<file path="src/hw/mba_pkg.sv">
package mba_pkg;

  // register byte offsets on the bus
  localparam logic [7:0]  OFF_X_START    = 8'h00;
  localparam logic [7:0]  OFF_X_END      = 8'h04;
  localparam logic [7:0]  OFF_Y_START    = 8'h08;
  localparam logic [7:0]  OFF_Y_END      = 8'h0C;
  localparam logic [7:0]  OFF_MODE_CTL   = 8'h10;
  localparam logic [7:0]  OFF_BITREV_CTL = 8'h14;
  localparam logic [7:0]  OFF_STATUS     = 8'h18;
  localparam logic [7:0]  OFF_LAST_EA    = 8'h1C;
  localparam logic [7:0]  OFF_COUNTS     = 8'h20;

  // field positions
  localparam int          X_SEL_LSB      = 0;
  localparam int          Y_SEL_LSB      = 4;
  localparam int          BR_SEL_LSB     = 8;
  localparam int          X_EN_BIT       = 15;
  localparam int          Y_EN_BIT       = 14;
  localparam int          BR_EN_BIT      = 15;
  localparam int          PIVOT_MSB      = 14;
  localparam logic [3:0]  SEL_OFF        = 4'hF;

  // reset values
  localparam logic [15:0] RST_ADDR       = 16'h0000;
  localparam logic [15:0] RST_MODE_CTL   = 16'h0FFF;
  localparam logic [15:0] RST_BITREV_CTL = 16'h0000;

  // addressing modes presented by the core
  localparam logic [1:0]  MODE_INDIRECT  = 2'h0;
  localparam logic [1:0]  MODE_POSTMOD   = 2'h1;
  localparam logic [1:0]  MODE_PREMOD    = 2'h2;
  localparam logic [1:0]  MODE_OFFSET    = 2'h3;

  typedef enum logic [3:0] {
    SL_IDLE   = 4'h1,
    SL_WRITE  = 4'h2,
    SL_RDWAIT = 4'h4,
    SL_RDDONE = 4'h8
  } mba_slv_state_t;

  function automatic logic [15:0] rev16(input logic [15:0] v);
    for (int i = 0; i < 16; i++) begin
      rev16[i] = v[15-i];
    end
  endfunction : rev16

endpackage : mba_pkg

</file>
<file path="src/hw/mba_ifs.sv">
interface mba_mod_if;
  logic [15:0] startAddr;
  logic [15:0] endAddr;
  logic [15:0] rawAddr;
  logic [15:0] fixedAddr;
  logic        active;
  logic        incrementing;
  logic        wordOnly;
  logic        corrected;
  modport unit (input startAddr, endAddr, rawAddr, active, incrementing, wordOnly,
                output fixedAddr, corrected);
  modport user (output startAddr, endAddr, rawAddr, active, incrementing, wordOnly,
                input fixedAddr, corrected);
endinterface : mba_mod_if

interface mba_bus_if;
  logic        wrEn;
  logic [7:0]  wrOff;
  logic [15:0] wrData;
  logic [7:0]  rdOff;
  logic [31:0] rdData;
  modport slave (output wrEn, wrOff, wrData, rdOff, input rdData);
  modport regs  (input wrEn, wrOff, wrData, rdOff, output rdData);
endinterface : mba_bus_if

</file>
<file path="src/hw/mba_modulo_unit.sv">
module mba_modulo_unit (
  mba_mod_if.unit m
);
  logic [16:0] bufLen;
  logic        over;
  logic        under;
  logic [16:0] wrapped;

  always_comb begin
    // length comes from the two bounds, up to 64 Kbytes
    bufLen  = {1'b0, m.endAddr} - {1'b0, m.startAddr} + 17'h00001;
    over    = m.incrementing && (m.rawAddr > m.endAddr);
    under   = !m.incrementing && (m.rawAddr < m.startAddr);
    wrapped = {1'b0, m.rawAddr};
    if (over) begin
      wrapped = {1'b0, m.rawAddr} - bufLen;
    end else if (under) begin
      wrapped = {1'b0, m.rawAddr} + bufLen;
    end
    m.corrected = m.active && (over || under);
    m.fixedAddr = m.active ? wrapped[15:0] : m.rawAddr;
    if (m.active && m.wordOnly) begin
      m.fixedAddr[0] = 1'b0;
    end
  end

endmodule : mba_modulo_unit

</file>
<file path="src/hw/mba_ahb_slave.sv">
module mba_ahb_slave (
  input  wire logic        clk,
  input  wire logic        rstn,
  input  wire logic        hsel,
  input  wire logic [31:0] haddr,
  input  wire logic [1:0]  htrans,
  input  wire logic        hwrite,
  input  wire logic [31:0] hwdata,
  input  wire logic        hready,
  output logic             hreadyout,
  output logic [31:0]      hrdata,
  output logic             hresp,
  mba_bus_if.slave         bus
);
  typedef struct packed {
    mba_pkg::mba_slv_state_t st;
    logic [7:0]              off;
    logic [31:0]             rdata;
  } mba_slv_t;

  mba_slv_t r;
  mba_slv_t next_r;
  logic     take;

  always_comb begin
    next_r     = r;
    take       = hsel && htrans[1] && hready;
    bus.wrEn   = (r.st == mba_pkg::SL_WRITE);
    bus.wrOff  = r.off;
    bus.wrData = hwdata[15:0];
    bus.rdOff  = r.off;
    hreadyout  = (r.st != mba_pkg::SL_RDWAIT);
    hresp      = 1'b0;
    hrdata     = r.rdata;
    case (r.st)
      mba_pkg::SL_RDWAIT: begin
        // one wait state lets a preceding write settle before sampling
        next_r.rdata = bus.rdData;
        next_r.st    = mba_pkg::SL_RDDONE;
      end
      mba_pkg::SL_IDLE, mba_pkg::SL_WRITE, mba_pkg::SL_RDDONE: begin
        next_r.st = mba_pkg::SL_IDLE;
        if (take) begin
          next_r.off = {haddr[7:2], 2'h0};
          next_r.st  = hwrite ? mba_pkg::SL_WRITE : mba_pkg::SL_RDWAIT;
        end
      end
      default: begin
        next_r.st = mba_pkg::SL_IDLE;
      end
    endcase
  end

  always_ff @(posedge clk or negedge rstn) begin
    if (!rstn) begin
      r <= '{st: mba_pkg::SL_IDLE, off: 8'h00, rdata: 32'h00000000};
    end else begin
      r <= next_r;
    end
  end

endmodule : mba_ahb_slave

</file>
<file path="src/hw/mba_agen_top.sv">
// Summary of operation
// - one circular buffer in X space, one in Y; X covers program pointers.
// - any-length buffers run both ways, checked at both bounds.
// - four 16-bit registers hold X and Y buffer start and end.
// - Y circular addresses are word aligned, bit zero cleared.
// - buffer length is end minus start plus one, at most 32K words.
// - X select of 15 turns circular off in both X units.
// - X circular needs select not 15 and control bit 15 set.
// - Y circular needs select not 15 and control bit 14 set.
// - incrementing checks upper bound, decrementing checks lower bound.
// - passing a bound corrects the address, not only reaching it.
// - corrected pointer written back only for pre or post modify.
// - bit reversal only in X unit and only for writes.
// - only the modifier is bit reversed, addresses stay normal.
// - bit reversal needs select not 15, enable set, pre/post increment.
// - fifteen-bit pivot supplies the increment, scaled to bytes.
// - other modes or byte size give normal addresses.
// - bit reversal adds pivot to pointer, ignores offset, clears bit zero.
// - bit reversal beats circular in X write unit; X reads stay circular.
// - reversed index is the normal index with mirrored bit order.
module mba_agen_top (
  input  wire logic        clk,
  input  wire logic        rstn,
  input  wire logic        hsel,
  input  wire logic [31:0] haddr,
  input  wire logic [1:0]  htrans,
  input  wire logic        hwrite,
  input  wire logic [2:0]  hsize,
  input  wire logic [31:0] hwdata,
  input  wire logic        hready,
  output logic             hreadyout,
  output logic [31:0]      hrdata,
  output logic             hresp,
  input  wire logic        reqValid,
  input  wire logic        reqSpaceY,
  input  wire logic        reqWrite,
  input  wire logic        reqByte,
  input  wire logic [1:0]  reqMode,
  input  wire logic [3:0]  reqPtrSel,
  input  wire logic [15:0] reqPtr,
  input  wire logic [15:0] reqOffset,
  output logic             eaValid,
  output logic [15:0]      eaAddr,
  output logic             wbValid,
  output logic [3:0]       wbPtrSel,
  output logic [15:0]      wbValue,
  output logic             circApplied,
  output logic             bitrevApplied
);
  typedef struct packed {
    logic [15:0] xStart;
    logic [15:0] xEnd;
    logic [15:0] yStart;
    logic [15:0] yEnd;
    logic [15:0] modeCtl;
    logic [15:0] brevCtl;
    logic        eaValid;
    logic [15:0] ea;
    logic        wbValid;
    logic [3:0]  wbSel;
    logic [15:0] wbValue;
    logic        circHit;
    logic        brevHit;
    logic        wrapHit;
    logic [15:0] wrapCount;
    logic [15:0] brevCount;
  } mba_top_t;

  mba_top_t  r;
  mba_top_t  next_r;

  mba_bus_if bus ();
  mba_mod_if modIf ();

  logic [3:0]  xSel;
  logic [3:0]  ySel;
  logic [3:0]  brSel;
  logic        xCircOn;
  logic        yCircOn;
  logic        brevOn;
  logic        isPre;
  logic        isPost;
  logic        positiveOffs;
  logic        incMode;
  logic        brevActive;
  logic        circActive;
  logic [15:0] rawAddr;
  logic [15:0] pivotBytes;
  logic [15:0] brevNext;
  logic [15:0] newPtr;
  logic [15:0] effAddr;

  // a select of 15 switches a unit off whatever its enable says
  function automatic logic sel_on(input logic [3:0] sel, input logic en);
    sel_on = (sel != mba_pkg::SEL_OFF) && en;
  endfunction : sel_on

  mba_ahb_slave u_slave (
    .clk       (clk),
    .rstn      (rstn),
    .hsel      (hsel),
    .haddr     (haddr),
    .htrans    (htrans),
    .hwrite    (hwrite),
    .hwdata    (hwdata),
    .hready    (hready),
    .hreadyout (hreadyout),
    .hrdata    (hrdata),
    .hresp     (hresp),
    .bus       (bus.slave)
  );

  mba_modulo_unit u_modulo (
    .m (modIf.unit)
  );

  // mode decode
  always_comb begin
    xSel         = r.modeCtl[mba_pkg::X_SEL_LSB +: 4];
    ySel         = r.modeCtl[mba_pkg::Y_SEL_LSB +: 4];
    brSel        = r.modeCtl[mba_pkg::BR_SEL_LSB +: 4];
    xCircOn      = sel_on(xSel, r.modeCtl[mba_pkg::X_EN_BIT]);
    yCircOn      = sel_on(ySel, r.modeCtl[mba_pkg::Y_EN_BIT]);
    brevOn       = sel_on(brSel, r.brevCtl[mba_pkg::BR_EN_BIT]);
    isPre        = (reqMode == mba_pkg::MODE_PREMOD);
    isPost       = (reqMode == mba_pkg::MODE_POSTMOD);
    positiveOffs = !reqOffset[15] && (reqOffset != 16'h0000);
    incMode      = (isPre || isPost) && positiveOffs;
    // X space only, writes only, words only
    brevActive   = brevOn && !reqSpaceY && reqWrite && !reqByte && incMode
                   && (reqPtrSel == brSel);
  end

  // circular path: single bound pair per space
  always_comb begin
    if (reqSpaceY) begin
      circActive = yCircOn && (reqPtrSel == ySel);
    end else begin
      // reversal owns the write unit; the read unit keeps circular
      circActive = xCircOn && (reqPtrSel == xSel) && !brevActive;
    end
    rawAddr = (reqMode == mba_pkg::MODE_INDIRECT) ? reqPtr : reqPtr + reqOffset;
    modIf.startAddr    = reqSpaceY ? r.yStart : r.xStart;
    modIf.endAddr      = reqSpaceY ? r.yEnd : r.xEnd;
    modIf.rawAddr      = rawAddr;
    modIf.active       = circActive && (reqMode != mba_pkg::MODE_INDIRECT);
    modIf.incrementing = !reqOffset[15];
    modIf.wordOnly     = reqSpaceY;
  end

  // bit-reversed path: carry runs from msb toward lsb
  always_comb begin
    pivotBytes = {r.brevCtl[mba_pkg::PIVOT_MSB:0], 1'b0};
    brevNext   = mba_pkg::rev16(mba_pkg::rev16(reqPtr) + mba_pkg::rev16(pivotBytes));
    brevNext[0] = 1'b0;
  end

  // effective address and pointer update
  always_comb begin
    newPtr  = reqPtr;
    effAddr = reqPtr;
    if (brevActive) begin
      // the mode's own offset is ignored here
      newPtr  = brevNext;
      effAddr = isPre ? brevNext : {reqPtr[15:1], 1'b0};
    end else begin
      case (reqMode)
        mba_pkg::MODE_PREMOD: begin
          newPtr  = modIf.fixedAddr;
          effAddr = modIf.fixedAddr;
        end
        mba_pkg::MODE_POSTMOD: begin
          newPtr  = modIf.fixedAddr;
          effAddr = reqPtr;
          if (modIf.active && modIf.wordOnly) begin
            // y circular data is word sized, so the address stays even
            effAddr[0] = 1'b0;
          end
        end
        mba_pkg::MODE_OFFSET: begin
          effAddr = modIf.fixedAddr;
        end
        default: begin
          effAddr = reqPtr;
        end
      endcase
    end
  end

  // register file, bus access and result capture
  always_comb begin
    next_r = r;
    if (bus.wrEn) begin
      case (bus.wrOff)
        mba_pkg::OFF_X_START:    next_r.xStart  = bus.wrData;
        mba_pkg::OFF_X_END:      next_r.xEnd    = bus.wrData;
        mba_pkg::OFF_Y_START:    next_r.yStart  = bus.wrData;
        mba_pkg::OFF_Y_END:      next_r.yEnd    = bus.wrData;
        mba_pkg::OFF_MODE_CTL:   next_r.modeCtl = bus.wrData;
        mba_pkg::OFF_BITREV_CTL: next_r.brevCtl = bus.wrData;
        default: begin
        end
      endcase
    end
    next_r.eaValid = reqValid;
    next_r.wbValid = reqValid && (isPre || isPost);
    if (reqValid) begin
      next_r.ea      = effAddr;
      next_r.wbSel   = reqPtrSel;
      next_r.wbValue = newPtr;
      next_r.circHit = modIf.active;
      next_r.brevHit = brevActive;
      next_r.wrapHit = modIf.corrected;
      if (modIf.corrected) begin
        next_r.wrapCount = r.wrapCount + 16'h0001;
      end
      if (brevActive) begin
        next_r.brevCount = r.brevCount + 16'h0001;
      end
    end
    // clearing the counters loses no event taken in the same cycle
    if (bus.wrEn && (bus.wrOff == mba_pkg::OFF_COUNTS)) begin
      next_r.wrapCount = (reqValid && modIf.corrected) ? 16'h0001 : 16'h0000;
      next_r.brevCount = (reqValid && brevActive) ? 16'h0001 : 16'h0000;
    end
  end

  always_comb begin
    case (bus.rdOff)
      mba_pkg::OFF_X_START:    bus.rdData = {16'h0000, r.xStart};
      mba_pkg::OFF_X_END:      bus.rdData = {16'h0000, r.xEnd};
      mba_pkg::OFF_Y_START:    bus.rdData = {16'h0000, r.yStart};
      mba_pkg::OFF_Y_END:      bus.rdData = {16'h0000, r.yEnd};
      mba_pkg::OFF_MODE_CTL:   bus.rdData = {16'h0000, r.modeCtl};
      mba_pkg::OFF_BITREV_CTL: bus.rdData = {16'h0000, r.brevCtl};
      mba_pkg::OFF_STATUS:     bus.rdData = {26'h0000000, brevOn, yCircOn, xCircOn,
                                             r.wrapHit, r.brevHit, r.circHit};
      mba_pkg::OFF_LAST_EA:    bus.rdData = {16'h0000, r.ea};
      mba_pkg::OFF_COUNTS:     bus.rdData = {r.brevCount, r.wrapCount};
      default:                 bus.rdData = 32'h00000000;
    endcase
  end

  always_ff @(posedge clk or negedge rstn) begin
    if (!rstn) begin
      r.xStart    <= mba_pkg::RST_ADDR;
      r.xEnd      <= mba_pkg::RST_ADDR;
      r.yStart    <= mba_pkg::RST_ADDR;
      r.yEnd      <= mba_pkg::RST_ADDR;
      r.modeCtl   <= mba_pkg::RST_MODE_CTL;
      r.brevCtl   <= mba_pkg::RST_BITREV_CTL;
      r.eaValid   <= 1'b0;
      r.ea        <= 16'h0000;
      r.wbValid   <= 1'b0;
      r.wbSel     <= 4'h0;
      r.wbValue   <= 16'h0000;
      r.circHit   <= 1'b0;
      r.brevHit   <= 1'b0;
      r.wrapHit   <= 1'b0;
      r.wrapCount <= 16'h0000;
      r.brevCount <= 16'h0000;
    end else begin
      r <= next_r;
    end
  end

  assign eaValid       = r.eaValid;
  assign eaAddr        = r.ea;
  assign wbValid       = r.wbValid;
  assign wbPtrSel      = r.wbSel;
  assign wbValue       = r.wbValue;
  assign circApplied   = r.circHit;
  assign bitrevApplied = r.brevHit;

endmodule : mba_agen_top

</file>
<file path="config.mk">
export PLATFORM = sky130hd
export DESIGN_NAME = mba_agen_top
export DESIGN_NICKNAME = d
export VERILOG_FILES = /design/src/hw/mba_pkg.sv /design/src/hw/mba_ifs.sv /design/src/hw/mba_modulo_unit.sv /design/src/hw/mba_ahb_slave.sv /design/src/hw/mba_agen_top.sv
export SDC_FILE = /design/constraint.sdc
export NUM_CORES = 1
export LEC_CHECK = 0
export CAP_MARGIN = 20
export CORE_MARGIN = 2
export CORE_UTILIZATION = 55
export CTS_CLUSTER_DIAMETER = 120
export DETAILED_ROUTE_END_ITERATION = 10
export DONT_BUFFER_PORTS = 1
export GPL_ROUTABILITY_DRIVEN = 0
export PLACE_DENSITY = 0.74
export SLEW_MARGIN = 5
export SYNTH_ARGS = -nofsm -noshare
export SYNTH_HDL_FRONTEND = slang
export SYNTH_SLANG_ARGS = --single-unit
</file>
<file path="constraint.sdc">
create_clock -name clk -period 14.9 [get_ports clk]
set_clock_uncertainty 0.2 [all_clocks]
set_input_delay 2.98 -clock clk [delete_from_list [all_inputs] [get_ports clk]]
set_output_delay 2.98 -clock clk [all_outputs]
set_load 0.02 [all_outputs]
</file>
==> impl_metrics.ini, run 1 <==
[logic_synthesis]
synth_top_family_by_area = compound AO/OA/AOI/OAI gates
postSynthCellCount = 1679
synth_xor_area_share_pct = 4.49
synth_ff_type = dfrtp_1
synth_compound_area_share_pct = 18.1
synthSimpleGateAreaFrac_pct = 13.4
synthArstFlopShare_pct = 100
synth-seq-cells = 211
syn_area_per_cell_sq_um = 9.29
synth.mux.area_fraction_pct = 12.3
yosysWarnings = 0
syn_nets = 1925
syn_area_sq_um = 15600
synth_seq_area_share_pct = 34.0
ys_types = 86
synth_fa_ha_area_share_pct = 10.7
synth_edf_count = 0

[power_and_ir_drop]
p_seq_share_pct = 35.7
p_comb_share_pct = 33.9
internal-power_w = 0.00119
p_leak_nw = 7.34
net-switching-power_w = 0.000676
clkPwrFrac_pct = 30.4
powerDensity_nw_per_um2 = 115
p_sw_share_pct = 36.2
ir_drop_mv = 0.0737

[global_route]
grt_max_degree = 212
grt_pass1_vias = 12100
grt_pass1_wl_mm = 69.1
antenna_found_initial = 2
globalRouteOverflowTotal = 0
track_usage_pct = 30.3

[final_layout]
final_util_pct = 58.3
synthToLayoutAreaGrowth_pct = 4.12
fillCellCount = 2403
drive_above_1_share_pct = 13.5
nets = 1837
diodes = 0

[sta]
min_period_ns = 8.68
drv_slew = 0
setup_viol = 0
finalCritPeriodShare_pct = 58.3
fin_setup_tns_ns = 0
slew_headroom_pct = 28.5
hold_ws_ns = 0.309
worstMarginPinSlew_ns = 1.07
final_hold_viol_count = 0
fmax_mhz = 115
rsz0062_at_grt = false

[clock_network]
ctsHtreeMaxLevel = 1
cts_resized = 0
cts_root_buffer = clkbuf_16
clkLatencyLatePin_ns = 0.53
cts.sinks = 211
cts_buffers = 24
clock_path_buffers = 3
ctsHoldBuffers = 0
post_cts_buffers = 0
cts_tree = yes
clkTransAtPathRegs_ns = 0.06

[floorplanning]
fp.dieH_um = 172
rows = 61
die_area_sq_um = 29700
die_w_um = 172
core_area_sq_um = 27900
initial_core_util_pct = 56.0
io_pins = 190

[min_path]
hold_path.class = register to register
hold_depth = 1

[critical_path]
worstPathRequired_ns = 15.08
start_kind = input pin
worstSetupPathType = input pin to register
crit_arrival_ns = 8.87
r2r.worst_path.cells = 23
worst-path-max-fanout = 13
crit_path_end_kind = register

[job]
max-cap-violations = 0

[route]
drt-total-wl_mm = 45.7
drtPass1Iterations = 6
drc_errors = 0
routedWlPerCell_um = 23.0
vias = 13100
postRouteAntennaNets = 0
detail_route.iter0.violations = 1541
avgViaCountPerCell = 6.60

[placed_design]
io_buffer_count = 0
hpwl_mm = 34.2

[outcome]
status = completed
sequential cells by signal, summed over array words and instances, names as in the netlist:
register,count
u_slave.hrdata,32
pivotBytes,15
wbValid,1
wbPtrSel,4
circApplied,1
bitrevApplied,1
u_slave.bus.rdOff,6
wbValue,16
eaAddr,16
u_slave.r,4
brSel,4
r,110
eaValid,1
metal layers:
layer | up-vias | global-route usage [%] | share of wire, % | wire, um
met5 | - | 0 | 0.026 | 12
li1 | 5883 | - | - | -
met1 | 6361 | 39.2 | 39 | 17800
met3 | 168 | 7.67 | 12 | 5280
met2 | 694 | 47.6 | 44 | 20300
met4 | 2 | 13.9 | 5.3 | 2420
final timing paths:
kind / slack, ns / endpoint / startpoint
setup / recovery: 6.22 / wbValue[0] / reqPtr[0]
hold / removal: 0.31 / r[102] / r[102]
setup reg to reg: 9.01 / wbValue[15] / r[107]
hold reg to reg: 0.31 / r[102] / r[102]
max in group asynchronous: 12.10 / brSel[3] / rstn
min in group asynchronous: 1.94 / wbValue[3] / rstn
placed cells by master, fill, tap and decap left out, drive strengths merged, types with 16 or more instances in the layout:
cell    count
xor2       40
o21ai      89
nor3       24
xnor2      40
buf        23
dfrtp     198
inv        81
a21o       26
and3       16
nand4      16
nand3      48
a21oi     106
a31oi      18
mux2      117
nand2     142
clkbuf     39
mux2i      60
o22ai      17
nor2      117
ha        125
a221oi     19
cells in the mapped netlist (all sizes together), types with 12 or more instances:
| cell | n | area share (%) |
|---|---|---|
| o21ai | 89 | 2.9 |
| mux2 | 117 | 8.4 |
| o22ai | 17 | 0.68 |
| a221oi | 19 | 1.1 |
| inv | 80 | 1.9 |
| clkbuf | 52 | 1.3 |
| nor3 | 24 | 0.77 |
| a221o | 14 | 0.90 |
| nand3 | 48 | 1.5 |
| o221ai | 14 | 0.79 |
| xnor2 | 40 | 2.2 |
| xor2 | 40 | 2.2 |
| nand4 | 16 | 0.64 |
| a21o | 26 | 1.3 |
| a31oi | 18 | 0.72 |
| or3 | 13 | 0.52 |
| dfstp | 13 | 2.2 |
| ha | 125 | 10 |
| a21oi | 106 | 3.4 |
| o31ai | 12 | 0.61 |
| nor2 | 117 | 2.8 |
| buf | 85 | 3.8 |
| nand2 | 142 | 3.4 |
| and2 | 14 | 0.56 |
| mux2i | 60 | 3.9 |
| dfrtp | 198 | 32 |
| a211oi | 12 | 0.67 |
| and3 | 16 | 0.64 |
through the flow:
stage | std cells | worst slack [ns] | power (W) | instance area, sq um
after floorplan | 1679 | 6.68 | 0.00115 | 15600
after global placement | 1941 | 5.90 | 0.00127 | 15500
after detailed placement | 1941 | 5.83 | 0.00128 | 15500
after CTS | 1985 | 6.37 | 0.00185 | 16200
after global routing | 1987 | 5.98 | 0.00195 | 16200
final | 1987 | 6.22 | 0.00187 | 16200
layout make-up:
cell class                 count  area, sq um  area share, %
clock buffer                  39          677           4.17
clock inverter                 5         70.1          0.431
inverter                      81          304           1.87
multi-input combinational   1250         9240           56.9
sequential                   211         5300           32.6
tap                          378          473           2.91
timing repair buffer          23          180           1.11
power by group through the flow:
stage / clock network, W / logic [W] / registers, W
after floorplan: 0 / 0.000515 / 0.000632
after global placement: 0 / 0.000596 / 0.000674
after detailed placement: 0 / 0.000610 / 0.000675
after CTS: 0.000573 / 0.000614 / 0.000665
after global routing: 0.000599 / 0.000685 / 0.000670
final: 0.000567 / 0.000632 / 0.000666
cell families (layout without fill, tap and decap cells):
group | after synthesis | after routing
muxes | 177 | 177
and+or+nand+nor | 445 | 445
other | 1 | 1
buffers and inverters | 218 | 148
DFF | 211 | 211
AOI/OAI and AO/OA | 417 | 417
adders and majority gates | 130 | 130
xor gates and xnor gates | 80 | 80
worst max-delay path: stages:
cell,delay (ns)
ha_1,0.24
fa_1,0.42
a21o_1,0.17
a21oi_1,0.26
o21bai_1,0.17
nand3_1,0.15
a31oi_1,0.15
nor4_1,0.20
a311oi_1,0.11
o21ai_0,0.81
ha_1,0.38
and4_1,0.17
a221o_1,0.39
a2111oi_4,0.39
nor2_2,0.23
o21ai_2,0.63
mux2_2,0.42
and3_1,0.18
a21oi_1,0.27
o22ai_1,0.12
(Power assumes the default switching activity.)
==> run 2, diff against run 1 <==
--- a/config.mk
+++ b/config.mk
@@ -12,7 +12,7 @@
 export DETAILED_ROUTE_END_ITERATION = 10
 export DONT_BUFFER_PORTS = 1
 export GPL_ROUTABILITY_DRIVEN = 0
-export PLACE_DENSITY = 0.74
+export PLACE_DENSITY = 0.77
 export SLEW_MARGIN = 5
 export SYNTH_ARGS = -nofsm -noshare
 export SYNTH_HDL_FRONTEND = slang
==> constraint.sdc (replaced) <==
create_clock -name clk -period 7 [get_ports clk]
set_clock_uncertainty 0.2 [all_clocks]
set_input_delay 1.4 -clock clk [delete_from_list [all_inputs] [get_ports clk]]
set_output_delay 1.4 -clock clk [all_outputs]
set_load 0.02 [all_outputs]
==> impl_metrics.ini, run 2 (synthesis gave the netlist of run 1 again) <==
[final_layout]
fillCellCount = 2310
final_cell_mix = dfrtp_1, nand2_1, ha_1, mux2_2, nor2_1
largest_reg_flops = 110
diodes = 0
nets = 1843
top_register = r
synthToLayoutAreaGrowth_pct = 4.87
drive_above_1_share_pct = 14.3
final_common_cell = dfrtp_1
fin_area_sq_um = 16400

[critical_path]
worstSetupPathType = input pin to register
worst-path-buf-inv = 2
start_kind = input pin
slowest_delay_ns = 0.61
worst-path-max-fanout = 35
slowest_stage = or4b_2
cpMostUsedCell = ha_1
path_delay_family = compound AO/OA/AOI/OAI gates
worstPathRequired_ns = 7.18
crit_arrival_ns = 6.60
cp_cell_sequence = mux2i_1 > inv_1 > ha_1 > inv_1 > ha_1 > fa_1 > a21oi_1 > nor2_1 > a31oi_1 > nand2_1 > a21o_1 > a21o_1 > xor2_1 > ha_1 > or4b_2 > o22ai_1 > a21oi_1 > a221oi_1 > xnor2_1 > o22ai_1 > xnor2_1 > a31oi_1
crit_path_end_kind = register

[global_route]
globalRouteOverflowTotal = 0
grt_max_degree = 212
antenna_found_initial = 0
grt_pass1_wl_mm = 71.3
grt_pass1_vias = 12700
track_usage_pct = 31.2

[power_and_ir_drop]
p_sw_share_pct = 35.8
powerDensity_nw_per_um2 = 250
p_comb_share_pct = 33.5
clkPwrFrac_pct = 31.7
ir_drop_mv = 0.173
net-switching-power_w = 0.00146
p_seq_share_pct = 34.8
p_leak_nw = 7.42
internal-power_w = 0.00262

[clock_network]
ctsHoldBuffers = 0
cts_root_buffer = clkbuf_16
cts_resized = 0
cts_buffers = 23
clkTransAtPathRegs_ns = 0.06
ctsHtreeMaxLevel = 1
clock_path_buffers = 3
post_cts_buffers = 0
cts.sinks = 211
clkLatencyLatePin_ns = 0.53
cts_tree = yes

[sta]
min_period_ns = 6.42
setup_viol = 0
fmax_mhz = 156
fin_setup_tns_ns = 0
slew_headroom_pct = 25.8
drv_slew = 0
rsz0062_at_grt = false
finalCritPeriodShare_pct = 91.6
final_hold_viol_count = 0
worstMarginPinSlew_ns = 1.10

[min_path]
hold_path.class = register to register

[route]
postRouteAntennaNets = 0
detail_route.iter0.violations = 1604
routedWlPerCell_um = 23.6
drc_errors = 0
avgViaCountPerCell = 6.57
drt-total-wl_mm = 46.9
vias = 13100
drtPass1Iterations = 6

[floorplanning]
die_w_um = 172
core_area_sq_um = 27900
initial_core_util_pct = 56.0
fp.dieH_um = 172
io_pins = 190
die_area_sq_um = 29700
rows = 61

[job]
max-cap-violations = 0

[outcome]
status = completed

[placed_design]
placed_cell_area_sq_um = 15500
hpwl_mm = 35.0
io_buffer_count = 0
[run 2: path summary, 6_finish.rpt]
check / startpoint / endpoint / slack [ns] / depth (start not counted)
worst max-delay path: reqSpaceY / wbValue[15] / 0.58 / 22
worst min-delay path: r[102] / r[102] / 0.32 / 1
worst max register to register: r[122] / wbValue[15] / 1.17 / 22
worst min register to register: r[102] / r[102] / 0.32 / 1
max in group asynchronous: rstn / brSel[2] / 5.82 / 0
min in group asynchronous: rstn / wbPtrSel[1] / 0.36 / 0
[run 2: final cells by class]
cell class	instances	area, sq um	share of cell area (%)
Clock buffer	34	677	4.14
Clock inverter	7	129	0.788
Inverter	81	304	1.86
Multi-Input combinational cell	1250	9240	56.5
Sequential cell	211	5300	32.4
Tap cell	378	473	2.89
Timing Repair Buffer	30	233	1.42
[run 2: layer usage]
layer  global-route usage (%)  vias to the layer above  wire [um]  part of all wire (%)
met5                        0                        -          0                     0
met4                     17.9                        0       2930                   6.2
met3                     7.87                      183       5210                    11
met2                     48.1                      711      20600                    44
met1                     39.8                     6289      18200                    39
li1                         -                     5903          -                     -
[run 2: stage by stage]
stage	hold slack, ns	total power (W)	util, %	cells	worst slack, ns
finish	0.322	0.00408	58.7	1991	0.585
detailed placement	0.305	0.00275	55.8	1949	0.229
global route	0.348	0.00426	58.7	1991	0.245
CTS	0.319	0.00404	58.7	1990	0.744
floorplan	0.240	0.00244	-	1679	0.361
global placement	0.290	0.00270	55.8	1949	0.300
[run 2: power groups by stage]
stage | clock network [W] | registers [W] | logic (W)
after floorplan | 0 | 0.00134 | 0.00110
after global placement | 0 | 0.00144 | 0.00127
after detailed placement | 0 | 0.00144 | 0.00131
after CTS | 0.00130 | 0.00142 | 0.00132
after global routing | 0.00135 | 0.00143 | 0.00148
final | 0.00130 | 0.00142 | 0.00137
